==> config.mk <==
export PLATFORM = sky130hd
export DESIGN_NAME = srl_sequencer
export DESIGN_NICKNAME = d
export VERILOG_FILES = /design/src/hdl/srl_pkg.sv /design/src/hdl/srl_loop_counter.sv /design/src/hdl/srl_sequencer.sv
export SDC_FILE = /design/constraint.sdc
export NUM_CORES = 1
export LEC_CHECK = 0
export ABC_AREA = 0
export BUFFER_PORTS_ARGS = -buffer_cell sky130_fd_sc_hd__buf_2
export CAP_MARGIN = 20
export CELL_PAD_IN_SITES_DETAIL_PLACEMENT = 2
export CELL_PAD_IN_SITES_GLOBAL_PLACEMENT = 2
export CORE_MARGIN = 4
export CORE_UTILIZATION = 30
export CTS_CLUSTER_DIAMETER = 200
export DETAILED_ROUTE_END_ITERATION = 6
export GPL_TIMING_DRIVEN = 0
export PLACE_DENSITY = 0.95
export SKIP_CTS_REPAIR_TIMING = 1
export SLEW_MARGIN = 20
export SYNTH_ARGS = -nofsm -noshare
export SYNTH_HDL_FRONTEND = slang
export SYNTH_HIERARCHICAL = 1
export SYNTH_SLANG_ARGS = --single-unit
==> constraint.sdc <==
create_clock -name clock -period 3.95 [get_ports clock]
set_clock_uncertainty 0.1 [all_clocks]
set_input_delay 0.79 -clock clock [delete_from_list [all_inputs] [get_ports clock]]
set_output_delay 0.79 -clock clock [all_outputs]
set_load 0.005 [all_outputs]
==> src/hdl/srl_pkg.sv <==
package srl_pkg;
	// control store entry points of the reset and load routines
	localparam logic [11:0] CS_RESET_ENTRY = 12'h242;
	localparam logic [11:0] CS_LOAD_ENTRY = 12'h240;
	// mode field value that selects the reset/load exit branch
	localparam logic [1:0] MODE_RESET = 2'h3;
	// channel save area fill values
	localparam logic [31:0] SAVE_FIRST_WORD = 32'h00000000;
	localparam logic [31:0] SAVE_OTHER_WORD = 32'h07000000;
	localparam int SAVE_WORDS_PER_SUB = 4;
	// reset loop counting register start (low byte counts to zero)
	localparam logic [7:0] LOOP_COUNT_INIT = 8'hFF;
	localparam int LS_WORDS = 64;
	localparam int WORK_REGS = 6;
	// storage byte addresses of the load area
	localparam logic [23:0] ADDR_NEW_PSW = 24'h000000;
	localparam logic [23:0] ADDR_CCW1 = 24'h000008;
	localparam logic [23:0] ADDR_CCW2 = 24'h000010;
	localparam int LOAD_BYTES = 24;
	// channel condition codes
	localparam logic [1:0] COND_ACCEPTED = 2'h0;
	localparam logic [1:0] COND_CHAN_END = 2'h1;
	localparam logic [1:0] COND_BUSY = 2'h2;
	// status word field checks
	localparam int PSW_WAIT_BIT = 14;
	localparam logic [7:0] CHAN_STAT_MASK = 8'h3F;
	localparam logic [7:0] CHAN_STAT_WANT = 8'h00;
	// unit status msb is bit 33; bits 33, 34 and 37 are don't-care
	localparam logic [6:0] UNIT_STAT_MASK = 7'h1B;
	localparam logic [6:0] UNIT_STAT_WANT = 7'h08;
	localparam int IO_ADDR_W = 11;

	// sequencer states
	typedef enum logic [4:0] {
		SRL_IDLE = 5'b00000,
		SRL_ENTRY = 5'b00001,
		SRL_LOOP = 5'b00010,
		SRL_EXIT = 5'b00011,
		SRL_RESTORE = 5'b00100,
		SRL_HALT = 5'b00101,
		SRL_SETUP = 5'b00110,
		SRL_START_IO = 5'b00111,
		SRL_WAIT_START = 5'b01000,
		SRL_START_REFUSED = 5'b01001,
		SRL_TEST_IO = 5'b01010,
		SRL_WAIT_TEST = 5'b01011,
		SRL_CHECK = 5'b01100,
		SRL_CHAN_BAD = 5'b01101,
		SRL_UNIT_BAD = 5'b01110,
		SRL_ADDR_WRITE = 5'b01111,
		SRL_PSW_LOAD = 5'b10000,
		SRL_RUN = 5'b10001
	} srl_state_t;
endpackage : srl_pkg

==> src/hdl/srl_loop_counter.sv <==
`timescale 1ns/1ps
// reset loop counting register; exit when its low byte reaches zero
module srl_loop_counter (
	// clock and reset
	input wire logic clock,
	input wire logic rst,
	// control
	input wire logic load,
	input wire logic step,
	// state
	output logic [7:0] count,
	output logic done
);
	typedef struct packed {
		logic [7:0] count;
	} srl_cnt_t;
	srl_cnt_t r, next_r;

	// decrement per pass; load wins over step
	always_comb begin
		next_r = r;
		if (load) begin
			next_r.count = srl_pkg::LOOP_COUNT_INIT;
		end else if (step && r.count != 8'h00) begin
			next_r.count = r.count - 8'h01;
		end
	end

	always_ff @(posedge clock) begin
		if (rst) begin
			r <= '0;
		end else begin
			r <= next_r;
		end
	end

	assign count = r.count;
	assign done = (r.count == 8'h00);
endmodule : srl_loop_counter

==> src/hdl/srl_sequencer.sv <==
`timescale 1ns/1ps
// Contract
// - any system reset stops the processor and drops all pending interruptions; here one raised in the request cycle stays pending.
// - reset goes to every channel; channels reset their on-line interfaces.
// - save area rewritten: first word per subchannel zero, others 07000000.
// - system reset clears the instruction address register.
// - every local store word and six working registers get good parity.
// - reset clears errors, test registers, triggers and scan stat; later errors show.
// - reset and power-on enter at 242; load and restart join midway.
// - load enters at 240, clears holding registers, mode 3, stat three set.
// - loop decrements counter; emit plus counter bits address; low byte zero ends.
// - exit with stat three 0 and mode 3 restores status bits, halts.
// - exit with mode 3 and stat three 1 enters initial load.
// - first 24 bytes to 0-23: status word, command, chained command.
// - prepare command, address, clear stat three, set stat seven, start I/O.
// - response sets stat three; nonzero code loops, zero means accepted.
// - clear stat seven, test I/O, repeat on busy until channel end.
// - channel status 40-47 must match XX000000 else stall.
// - unit status 33-39 must match, else stall; then load status word.
// - write I/O address into word zero bits 21-31, clear 16-20.
// - load done: indicator off, run new word, take pending interruptions first.
// - loaded status word bit 14 one means wait state.
// - failed transfer or status load idles with load indicator on.
// - load request does full system reset, then reads selected unit.
// - load address is 11 bits: 3-bit channel, two hex device digits.
module srl_sequencer (
	// clock and reset
	input wire logic clock,
	input wire logic rst,
	// operator and power requests (one-cycle pulses)
	input wire logic powerOnReq,
	input wire logic systemResetReq,
	input wire logic restartReq,
	input wire logic loadReq,
	// load unit switches
	input wire logic [2:0] loadChannelSel,
	input wire logic [3:0] loadDeviceHigh,
	input wire logic [3:0] loadDeviceLow,
	// error raised during initialisation
	input wire logic errorEvent,
	// pending interruption request from outside
	input wire logic interruptReq,
	// channel side
	output logic channelReset,
	output logic startIo,
	output logic testIo,
	output logic [10:0] ioAddress,
	input wire logic channelResponse,
	input wire logic [1:0] conditionCode,
	input wire logic [7:0] channelStatus,
	input wire logic [6:0] unitStatus,
	// storage write port
	output logic storeWrite,
	output logic [23:0] storeAddr,
	output logic [31:0] storeData,
	output logic [31:0] storeMask,
	// storage read of the new status word (first 32 bits)
	output logic storeRead,
	input wire logic storeReadValid,
	input wire logic storeReadOk,
	input wire logic [31:0] storeReadData,
	// local store parity pass
	output logic localStoreFix,
	output logic [5:0] localStoreAddr,
	output logic [5:0] workRegFix,
	// processor status
	output logic stopped,
	output logic loadIndicator,
	output logic waitState,
	output logic runStart,
	output logic takePending,
	output logic interruptPending,
	output logic errorIndicator,
	output logic testOpClear,
	output logic restoreStatus,
	output logic [11:0] controlStoreAddr,
	output logic [31:0] instructionAddress,
	output logic [31:0] programStatusWord,
	output logic [1:0] modeField,
	output logic statThree,
	output logic statSeven
);
	typedef struct packed {
		srl_pkg::srl_state_t state;
		logic [11:0] csAddr;
		logic [1:0] mode;
		logic s3;
		logic s7;
		logic stopped;
		logic loadInd;
		logic waitSt;
		logic pending;
		logic errInd;
		logic [31:0] instruction_address_reg;
		logic [31:0] program_status_word;
		logic [10:0] ioAddr;
		logic [23:0] saveAddr;
		logic [1:0] saveWord;
		logic [1:0] lsEmit;
		logic wr;
		logic [23:0] wAddr;
		logic [31:0] wData;
		logic [31:0] wMask;
		logic startIo;
		logic testIo;
		logic chanRst;
		logic runStart;
		logic takePend;
		logic lsFix;
		logic [5:0] regFix;
		logic testClr;
		logic restore;
		logic rd;
	} srl_seq_t;
	srl_seq_t r, next_r;

	logic [7:0] loopCount;
	logic loopDone;
	logic loopLoad;
	logic loopStep;
	logic resetReq;
	logic anyReq;
	logic [10:0] switchAddr;

	assign resetReq = powerOnReq | systemResetReq;
	assign anyReq = resetReq | restartReq | loadReq;
	// channel number on top, device digits below
	assign switchAddr = {loadChannelSel, loadDeviceHigh, loadDeviceLow};
	assign loopLoad = anyReq;
	assign loopStep = (r.state == srl_pkg::SRL_LOOP);

	srl_loop_counter u_loop (
		.clock(clock),
		.rst(rst),
		.load(loopLoad),
		.step(loopStep),
		.count(loopCount),
		.done(loopDone)
	);

	// sequencer next state
	always_comb begin
		next_r = r;
		next_r.wr = 1'b0;
		next_r.startIo = 1'b0;
		next_r.testIo = 1'b0;
		next_r.chanRst = 1'b0;
		next_r.runStart = 1'b0;
		next_r.takePend = 1'b0;
		next_r.lsFix = 1'b0;
		next_r.regFix = '0;
		next_r.testClr = 1'b0;
		next_r.restore = 1'b0;
		next_r.rd = 1'b0;
		// set wins over the reset clear of the same cycle
		if (interruptReq) begin
			next_r.pending = 1'b1;
		end
		if (anyReq) begin
			// every entry performs the full reset first
			next_r.state = srl_pkg::SRL_ENTRY;
			next_r.stopped = 1'b1;
			next_r.pending = interruptReq;
			// an error in the request cycle still shows
			next_r.errInd = errorEvent;
			next_r.testClr = 1'b1;
			next_r.chanRst = 1'b1;
			next_r.instruction_address_reg = '0;
			next_r.saveAddr = '0;
			next_r.saveWord = '0;
			next_r.lsEmit = '0;
			next_r.waitSt = 1'b0;
			next_r.mode = srl_pkg::MODE_RESET;
			if (loadReq) begin
				next_r.csAddr = srl_pkg::CS_LOAD_ENTRY;
				next_r.s3 = 1'b1;
				next_r.loadInd = 1'b1;
				next_r.ioAddr = switchAddr;
			end else if (resetReq) begin
				next_r.csAddr = srl_pkg::CS_RESET_ENTRY;
				next_r.s3 = 1'b0;
				next_r.loadInd = 1'b0;
			end else begin
				// restart joins the common routine directly
				next_r.csAddr = srl_pkg::CS_RESET_ENTRY + 12'h001;
				next_r.s3 = 1'b0;
				next_r.loadInd = 1'b0;
			end
		end else begin
			if (errorEvent) begin
				next_r.errInd = 1'b1;
			end
			case (r.state)
				srl_pkg::SRL_IDLE: begin
				end
				srl_pkg::SRL_ENTRY: begin
					next_r.csAddr = srl_pkg::CS_RESET_ENTRY + 12'h001;
					next_r.state = srl_pkg::SRL_LOOP;
				end
				srl_pkg::SRL_LOOP: begin
					if (loopDone) begin
						next_r.state = srl_pkg::SRL_EXIT;
					end else begin
						// save area fill in parallel with local store parity pass
						next_r.wr = 1'b1;
						next_r.wAddr = r.saveAddr;
						next_r.wMask = 32'hFFFFFFFF;
						next_r.wData = (r.saveWord == 2'h0) ? srl_pkg::SAVE_FIRST_WORD
							: srl_pkg::SAVE_OTHER_WORD;
						next_r.saveWord = r.saveWord + 2'h1;
						next_r.saveAddr = r.saveAddr + 24'h000004;
						next_r.lsFix = 1'b1;
						next_r.lsEmit = r.lsEmit + 2'h1;
						next_r.regFix = 6'h3F;
					end
				end
				srl_pkg::SRL_EXIT: begin
					if (r.mode == srl_pkg::MODE_RESET && r.s3) begin
						next_r.state = srl_pkg::SRL_SETUP;
					end else begin
						next_r.state = srl_pkg::SRL_RESTORE;
					end
				end
				srl_pkg::SRL_RESTORE: begin
					next_r.restore = 1'b1;
					next_r.state = srl_pkg::SRL_HALT;
				end
				srl_pkg::SRL_HALT: begin
					next_r.stopped = 1'b1;
				end
				srl_pkg::SRL_SETUP: begin
					// second command word and zero command address prepared
					next_r.stopped = 1'b0;
					next_r.s3 = 1'b0;
					next_r.s7 = 1'b1;
					next_r.state = srl_pkg::SRL_START_IO;
				end
				srl_pkg::SRL_START_IO: begin
					next_r.startIo = 1'b1;
					next_r.state = srl_pkg::SRL_WAIT_START;
				end
				srl_pkg::SRL_WAIT_START: begin
					if (channelResponse) begin
						next_r.s3 = 1'b1;
						next_r.state = (conditionCode == srl_pkg::COND_ACCEPTED)
							? srl_pkg::SRL_TEST_IO : srl_pkg::SRL_START_REFUSED;
					end
				end
				srl_pkg::SRL_START_REFUSED: begin
					// start refused: hang with load indicator on
					next_r.s3 = 1'b0;
				end
				srl_pkg::SRL_TEST_IO: begin
					next_r.s3 = 1'b0;
					next_r.s7 = 1'b0;
					next_r.testIo = 1'b1;
					next_r.state = srl_pkg::SRL_WAIT_TEST;
				end
				srl_pkg::SRL_WAIT_TEST: begin
					if (channelResponse) begin
						next_r.s3 = 1'b1;
						if (conditionCode == srl_pkg::COND_CHAN_END) begin
							next_r.state = srl_pkg::SRL_CHECK;
						end else if (conditionCode == srl_pkg::COND_BUSY) begin
							next_r.state = srl_pkg::SRL_TEST_IO;
						end else begin
							next_r.state = srl_pkg::SRL_START_REFUSED;
						end
					end
				end
				srl_pkg::SRL_CHECK: begin
					if ((channelStatus & srl_pkg::CHAN_STAT_MASK) != srl_pkg::CHAN_STAT_WANT) begin
						next_r.state = srl_pkg::SRL_CHAN_BAD;
					end else if ((unitStatus & srl_pkg::UNIT_STAT_MASK)
						!= srl_pkg::UNIT_STAT_WANT) begin
						next_r.state = srl_pkg::SRL_UNIT_BAD;
					end else begin
						next_r.state = srl_pkg::SRL_ADDR_WRITE;
					end
				end
				srl_pkg::SRL_CHAN_BAD, srl_pkg::SRL_UNIT_BAD: begin
					next_r.loadInd = 1'b1;
				end
				srl_pkg::SRL_ADDR_WRITE: begin
					// big-endian bit 0 is msb: bits 16-31 are the low half
					next_r.wr = 1'b1;
					next_r.wAddr = srl_pkg::ADDR_NEW_PSW;
					next_r.wMask = 32'h0000FFFF;
					next_r.wData = {16'h0000, 5'h00, r.ioAddr};
					next_r.rd = 1'b1;
					next_r.state = srl_pkg::SRL_PSW_LOAD;
				end
				srl_pkg::SRL_PSW_LOAD: begin
					if (storeReadValid) begin
						if (storeReadOk) begin
							next_r.program_status_word = storeReadData;
							next_r.waitSt = storeReadData[31 - srl_pkg::PSW_WAIT_BIT];
							next_r.loadInd = 1'b0;
							next_r.runStart = 1'b1;
							next_r.takePend = r.pending | interruptReq;
							next_r.pending = 1'b0;
							next_r.state = srl_pkg::SRL_RUN;
						end else begin
							next_r.state = srl_pkg::SRL_START_REFUSED;
						end
					end
				end
				srl_pkg::SRL_RUN: begin
				end
				default: begin
					next_r.state = srl_pkg::SRL_IDLE;
				end
			endcase
		end
	end

	// state register
	always_ff @(posedge clock) begin
		if (rst) begin
			r <= '0;
		end else begin
			r <= next_r;
		end
	end

	// outputs straight from state flops
	assign channelReset = r.chanRst;
	assign startIo = r.startIo;
	assign testIo = r.testIo;
	assign ioAddress = r.ioAddr;
	assign storeWrite = r.wr;
	assign storeAddr = r.wAddr;
	assign storeData = r.wData;
	assign storeMask = r.wMask;
	assign storeRead = r.rd;
	assign localStoreFix = r.lsFix;
	// upper counter nibble moves every 16 passes, so the emit bits reach all 64 words
	assign localStoreAddr = {r.lsEmit, loopCount[7:4]};
	assign workRegFix = r.regFix;
	assign stopped = r.stopped;
	assign loadIndicator = r.loadInd;
	assign waitState = r.waitSt;
	assign runStart = r.runStart;
	assign takePending = r.takePend;
	assign interruptPending = r.pending;
	assign errorIndicator = r.errInd;
	assign testOpClear = r.testClr;
	assign restoreStatus = r.restore;
	assign controlStoreAddr = r.csAddr;
	assign instructionAddress = r.instruction_address_reg;
	assign programStatusWord = r.program_status_word;
	assign modeField = r.mode;
	assign statThree = r.s3;
	assign statSeven = r.s7;
endmodule : srl_sequencer

Word-level counts from Yosys, hierarchy flattened
Cells that the tools add are included.
- mux-type cells: 41
- reductions and logical operators: 34
- equality and inequality tests: 33
- bitwise operators: 11
- $add $sub $neg: 4
- operators by type and width (kind ; count):
    $pmux W89 S2 ; 1
    $mux W89 ; 1
    $pmux W5 S13 ; 1
    $eq A5 B4 Y1 const B ; 8
    $mux W5 ; 7
    $mux W27 ; 1
    $add A24 B3 Y24 const B ; 1
    $mux W12 ; 2
    $eq A5 B3 Y1 const B ; 4
    $mux W8 ; 2
    $reduce_bool A8 Y1 ; 2
    $ne A3 B3 Y1 const B ; 5
    $mux W13 ; 1
    $mux W1 ; 12
    $eq A5 B2 Y1 const B ; 2
    $eq A5 B5 Y1 const B ; 2
    $mux W2 ; 5
    $ne A2 B2 Y1 const B ; 5
    $reduce_and A5 Y1 ; 2
    $reduce_bool A2 Y1 ; 5
    $mux W3 ; 3
    $reduce_and A3 Y1 ; 3
    $reduce_bool A3 Y1 ; 3
    $logic_not A8 Y1 ; 1
    other kinds (22) ; 44
- word-level logic and storage cells: 153
- bits in registers: 207
- bits of input ports: 71

Depth between registers and ports, before layout
- word-level depth: 6
- depth in mapped cells: 13
- gate-level depth less buffers: 10

Hierarchy
Netlist, hierarchy kept.
- modules (own cells, without submodules) (module ; area each (um^2) ; cells an instance ; seq. area each (um^2) ; times used):
    srl_sequencer ; 6528.8 ; 764 ; 2602.5 ; 1
    srl_loop_counter ; 473.0 ; 52 ; 160.2 ; 1

Worst setup path after synthesis
No wires, ideal clock.
- path type: register to register
- start: reg u_loop.r, in the netlist u_loop/count[0]
- end: reg r, in the netlist storeAddr[10]
- path buffers: 3
- cell stages (with the launch flop): 13
- arrival: 2.378 ns
- required time: 3.733 ns
- path slack: 1.356 ns
- setup time: 0.117 ns
- cell sequence: dfxtp_1 -> inv_1 -> ha_1 -> or4b_4 -> nor2_1 -> or3_4 -> or2_1 -> buf_2 -> a21o_1 -> nor2b_1 -> clkbuf_1 -> buf_2 -> a22o_1
- word-level cells in the longest chain between the ends: 3
- RTL lines (item ; RTL line ; text):
    from (decl) ; srl_loop_counter.sv:17 ; srl_cnt_t r, next_r;
    from (signal assigned) ; srl_loop_counter.sv:33 ; r <= next_r;
    $logic_not A8 Y1 ; srl_loop_counter.sv:38 ; assign done = (r.count == 8'h00);
    net loopDone ; srl_sequencer.sv:118 ; logic loopDone;
    $ne A2 B2 Y1 (no source line) ; - ;
    $reduce_and A3 Y1 (no source line) ; - ;
    to (signal assigned) ; srl_sequencer.sv:322 ; r <= next_r;
    to (decl) ; srl_sequencer.sv:115 ; srl_seq_t r, next_r;
The timed path passes the listed nets, and every way through them passes these cells.
A chain may end at the register's enable or synchronous reset.

Worst setup path after layout
- start: reg u_loop.r, in the netlist u_loop/count[0]
- end: reg r, in the netlist storeAddr[6]
Same word-level chain as after synthesis.

==> metrics.md <==
| Metric | Value |
|---|---|
| Max Clk Rate | `306 MHz` |
| Crit Reg-Reg Endpoint | `storeAddr[6]$_SDFFE_PP0P_` |
| Placed cell area | `0.00866 mm²` |
| Drt wl/cell | `17.4 µm` |
| Pwr/cell area | `348 mW/mm²` |
| Vias per std cell | `4.55` |
| XOR/XNOR Fraction of Synth Area | `2.63%` |
| Die W | `161 µm` |
| Final GP Congestion | `0.801` |
| Largest net degree at the start of global routing | `18` |
| Max incr delay on CP | `500 ps` |
| Layout cells sized above 1 | `41.0%` |
| Mapped Cells | `816` |
| Path depth of the worst reg2reg path | `12` |
| Synth area leaders | `dfxtp_1 39%, buf_4 20%, a21oi_1 4.6%` |
| Async S/R FF share, synth | `0%` |
| WS Path Type | `reg -> reg` |
| Final hold vios | `0` |
| H-tree levels | `4` |
| First-pass GRT wire length | `38.6 mm` |
| Yosys reg bits | `138` |
| Sequential element share of the synthesized area | `39.5%` |
| # IOs | `277` |
| CORE AREA | `0.0228 mm²` |
| Worst-path clk slew | `70 ps` |
| GRT overflow | `0` |
| Worst skew pair latency | `430 ps` |
| CTS tree | `yes` |
| Mapped cell area | `0.00700 mm²` |
| Final wirelength | `24.8 mm` |
| Fin. max-slew vios | `0` |
| Cell at the slowest stage of the critical path | `or4b_4` |
| Yosys top cell area share | `39.5%` |
| Post-Synth Adder-Cell Area | `1.25%` |
| Number of flops mapped to enable cells by yosys | `0` |
| # clock sinks | `138` |
| Reg-to-reg slack, setup | `680 ps` |
| Critical path origin | `u_loop/count[0]$_SDFFE_PP0P_` |
| Worst vdd ir | `0.000332 V` |
| Nets@finish | `1181` |
| # rows | `55` |
| Post-route ant nets | `0` |
| Area delta synth->final | `32.1%` |
| Crit path buffers/inverters | `4` |
| Fill cells | `2605` |
| Initial antenna violation count | `2` |
| Crit path DAT | `3530 ps` |
| CTS buffer count | `17` |
| Least-Margin Pin Slew | `842 ps` |
| YS warnings | `6` |
| Root Driver | `clkbuf_16` |
| Post-route cell area | `0.00925 mm²` |
| Vias in the first global route | `7165` |
| Status | `finished, final reports clean` |
| Leakage | `4.47 nW` |
| Die height | `161 µm` |
| Primary FF master, synth | `dfxtp_1` |
| Hold Crit Start | `programStatusWord[11]$_SDFFE_PP0P_` |
| Largest family of logic cells by synthesized area | `buffers and inverters` |
| DRT Pass-1 Iters | `4` |
| Total of max-cap violations | `0` |
| Distinct cells, synth | `69` |
| Setup TNS Final | `0 ps` |
| Tot Pwr | `3.22 mW` |
| Crit-path max FO | `10` |
| Max Root-Sink Buffers | `2` |
| Required @ worst endpoint | `4220 ps` |
| Starting Density | `30.7%` |
| Headroom to the max-slew limit | `43.9%` |
| Hold Path End | `programStatusWord[11]$_SDFFE_PP0P_` |
| Synth Area in Compound Gates | `14.1%` |
| Worst hold path type | `reg -> reg` |
| Most common cell after layout, fill and taps aside | `buf_2` |
| Die ar. | `0.0258 mm²` |
| Worst path cell trace | `inv_1 -> ha_1 -> or4b_4 -> nor2_1 -> or3_4 -> or2_1 -> buf_2 -> a21o_1 -> nor2b_1 -> clkbuf_1 -> buf_2 -> a22o_1` |
| # placed instances | `1397` |
| Total track usage | `18.6%` |
| CP startpoint kind | `flop` |
| Syn avg cell area | `8.58 µm²` |
| DRC violations left | `0` |
| DR iter-0 viols | `302` |
| Final cell count without fillers | `1431` |
| Delay-heaviest family, CP | `simple AND/OR/NAND/NOR gates` |
| Post-synth top area cell | `dfxtp_1` |
| Reg2Reg Launch Point | `u_loop/count[0]$_SDFFE_PP0P_` |
| RSZ-0062 raised after global routing | `no` |
| Fin crit period | `3270 ps` |
| Hpwl dp | `19.0 mm` |
| Mux contribution to synthesized area | `1.72%` |
| Period utilisation layout | `82.7%` |
| Via count | `6507` |
| WHS Path Cells | `2` |
| CP endpoint kind | `flop` |
| Endpoints failing setup | `0` |
| Most frequent cells in the layout | `224 x buf_2, 186 x buf_4, 138 x dfxtp_1, 85 x nand2_1, 71 x nor2_1` |
| Cell repeated most along the worst path | `buf_2` |
| PortBufs | `209` |
| Post-synthesis simple-gate area fraction | `17.2%` |
==> state kept, by name (all words and copies together) (netlist names), 2 cells and up <==
name	count
programStatusWord	32
r	29
storeAddr	22
storeData	12
ioAddress	11
u_loop/count	8
controlStoreAddr	3
localStoreAddr	2
storeMask	2
==> cell families after synthesis <==
| group | Yosys count |
|---|---|
| adder cells (fa/ha/maj) | 7 |
| AND/OR/NAND/NOR | 243 |
| XOR/XNOR | 21 |
| buffers and inverters | 245 |
| AO/OA/AOI/OAI | 149 |
| other | 1 |
| flip-flops | 138 |
| multiplexers | 12 |
==> layer usage <==
layer  vias up  track usage, %  share of wire [%]
li1       3093               -                  -
met5         -               0                  0
met4         0            6.63                2.4
met3        40            4.21                5.2
met1      3170            20.3                 39
met2       204            35.0                 53
==> layout make-up <==
class / instances / area, µm² / area share, %
well taps: 313 / 392 / 4.24
diodes: 2 / 5.00 / 0.0541
flip-flops and latches: 138 / 2760 / 29.9
repair buffers: 209 / 1050 / 11.3
clock buffers: 17 / 425 / 4.60
clock inverters: 15 / 146 / 1.58
inverters: 15 / 56.3 / 0.609
multi-input cells: 492 / 2820 / 30.5
plain buffers: 230 / 1600 / 17.3
==> per-stage QoR <==
stage               utilization [%]  hold slack [ps]  setup slack, ps
finish                         40.6              361              684
global route                   40.6              382              477
CTS                            40.5              364              671
detailed placement             38.0              354              348
global placement               38.0              342              348
floorplan                         -              336             1360
==> Yosys cell counts (7+ instances only) <==
cell      number
ha_1           7
inv_1         15
xnor2_1       10
nand3_1       12
or3_1          7
nor2_1        71
o21ai_0       10
a22oi_1       12
dfxtp_1      138
a21oi_1       65
nor2b_1        9
buf_2         15
nand4_1        7
mux2i_1       12
clkbuf_1      21
nand2_1       85
a22o_1        22
buf_4        186
nor3_1        10
xor2_1        11
==> how the worst max path moves through the flow <==
| stage | to | slack (ps) | cells after the start |
|---|---|---|---|
| 6_report | storeAddr[6]$_SDFFE_PP0P_ | 680 | 12 |
| 5_1_grt | storeAddr[7]$_SDFFE_PP0P_ | 480 | 12 |
| 4_1_cts | storeAddr[6]$_SDFFE_PP0P_ | 670 | 12 |
| 3_5_place_dp | storeData[5]$_SDFFE_PP0P_ | 350 | 8 |
| 3_3_place_gp | storeData[9]$_SDFFE_PP0P_ | 350 | 8 |
| 2_1_floorplan | storeAddr[10]$_SDFFE_PP0P_ | 1360 | 12 |
==> where the power goes <==
group	switching (mW)	leakage (nW)	internal, mW	total, mW
clock network	0.726	0.282	0.841	1.57
logic	0.110	3.06	0.112	0.222
registers	0.0176	1.12	1.41	1.43
total	0.853	4.47	2.36	3.22
==> worst min-delay path: stages, from the launching register on <==
cell and delay (ps):
dfxtp_1 310, nand2_1 50, a21oi_1 50
(Power assumes the default switching activity.)
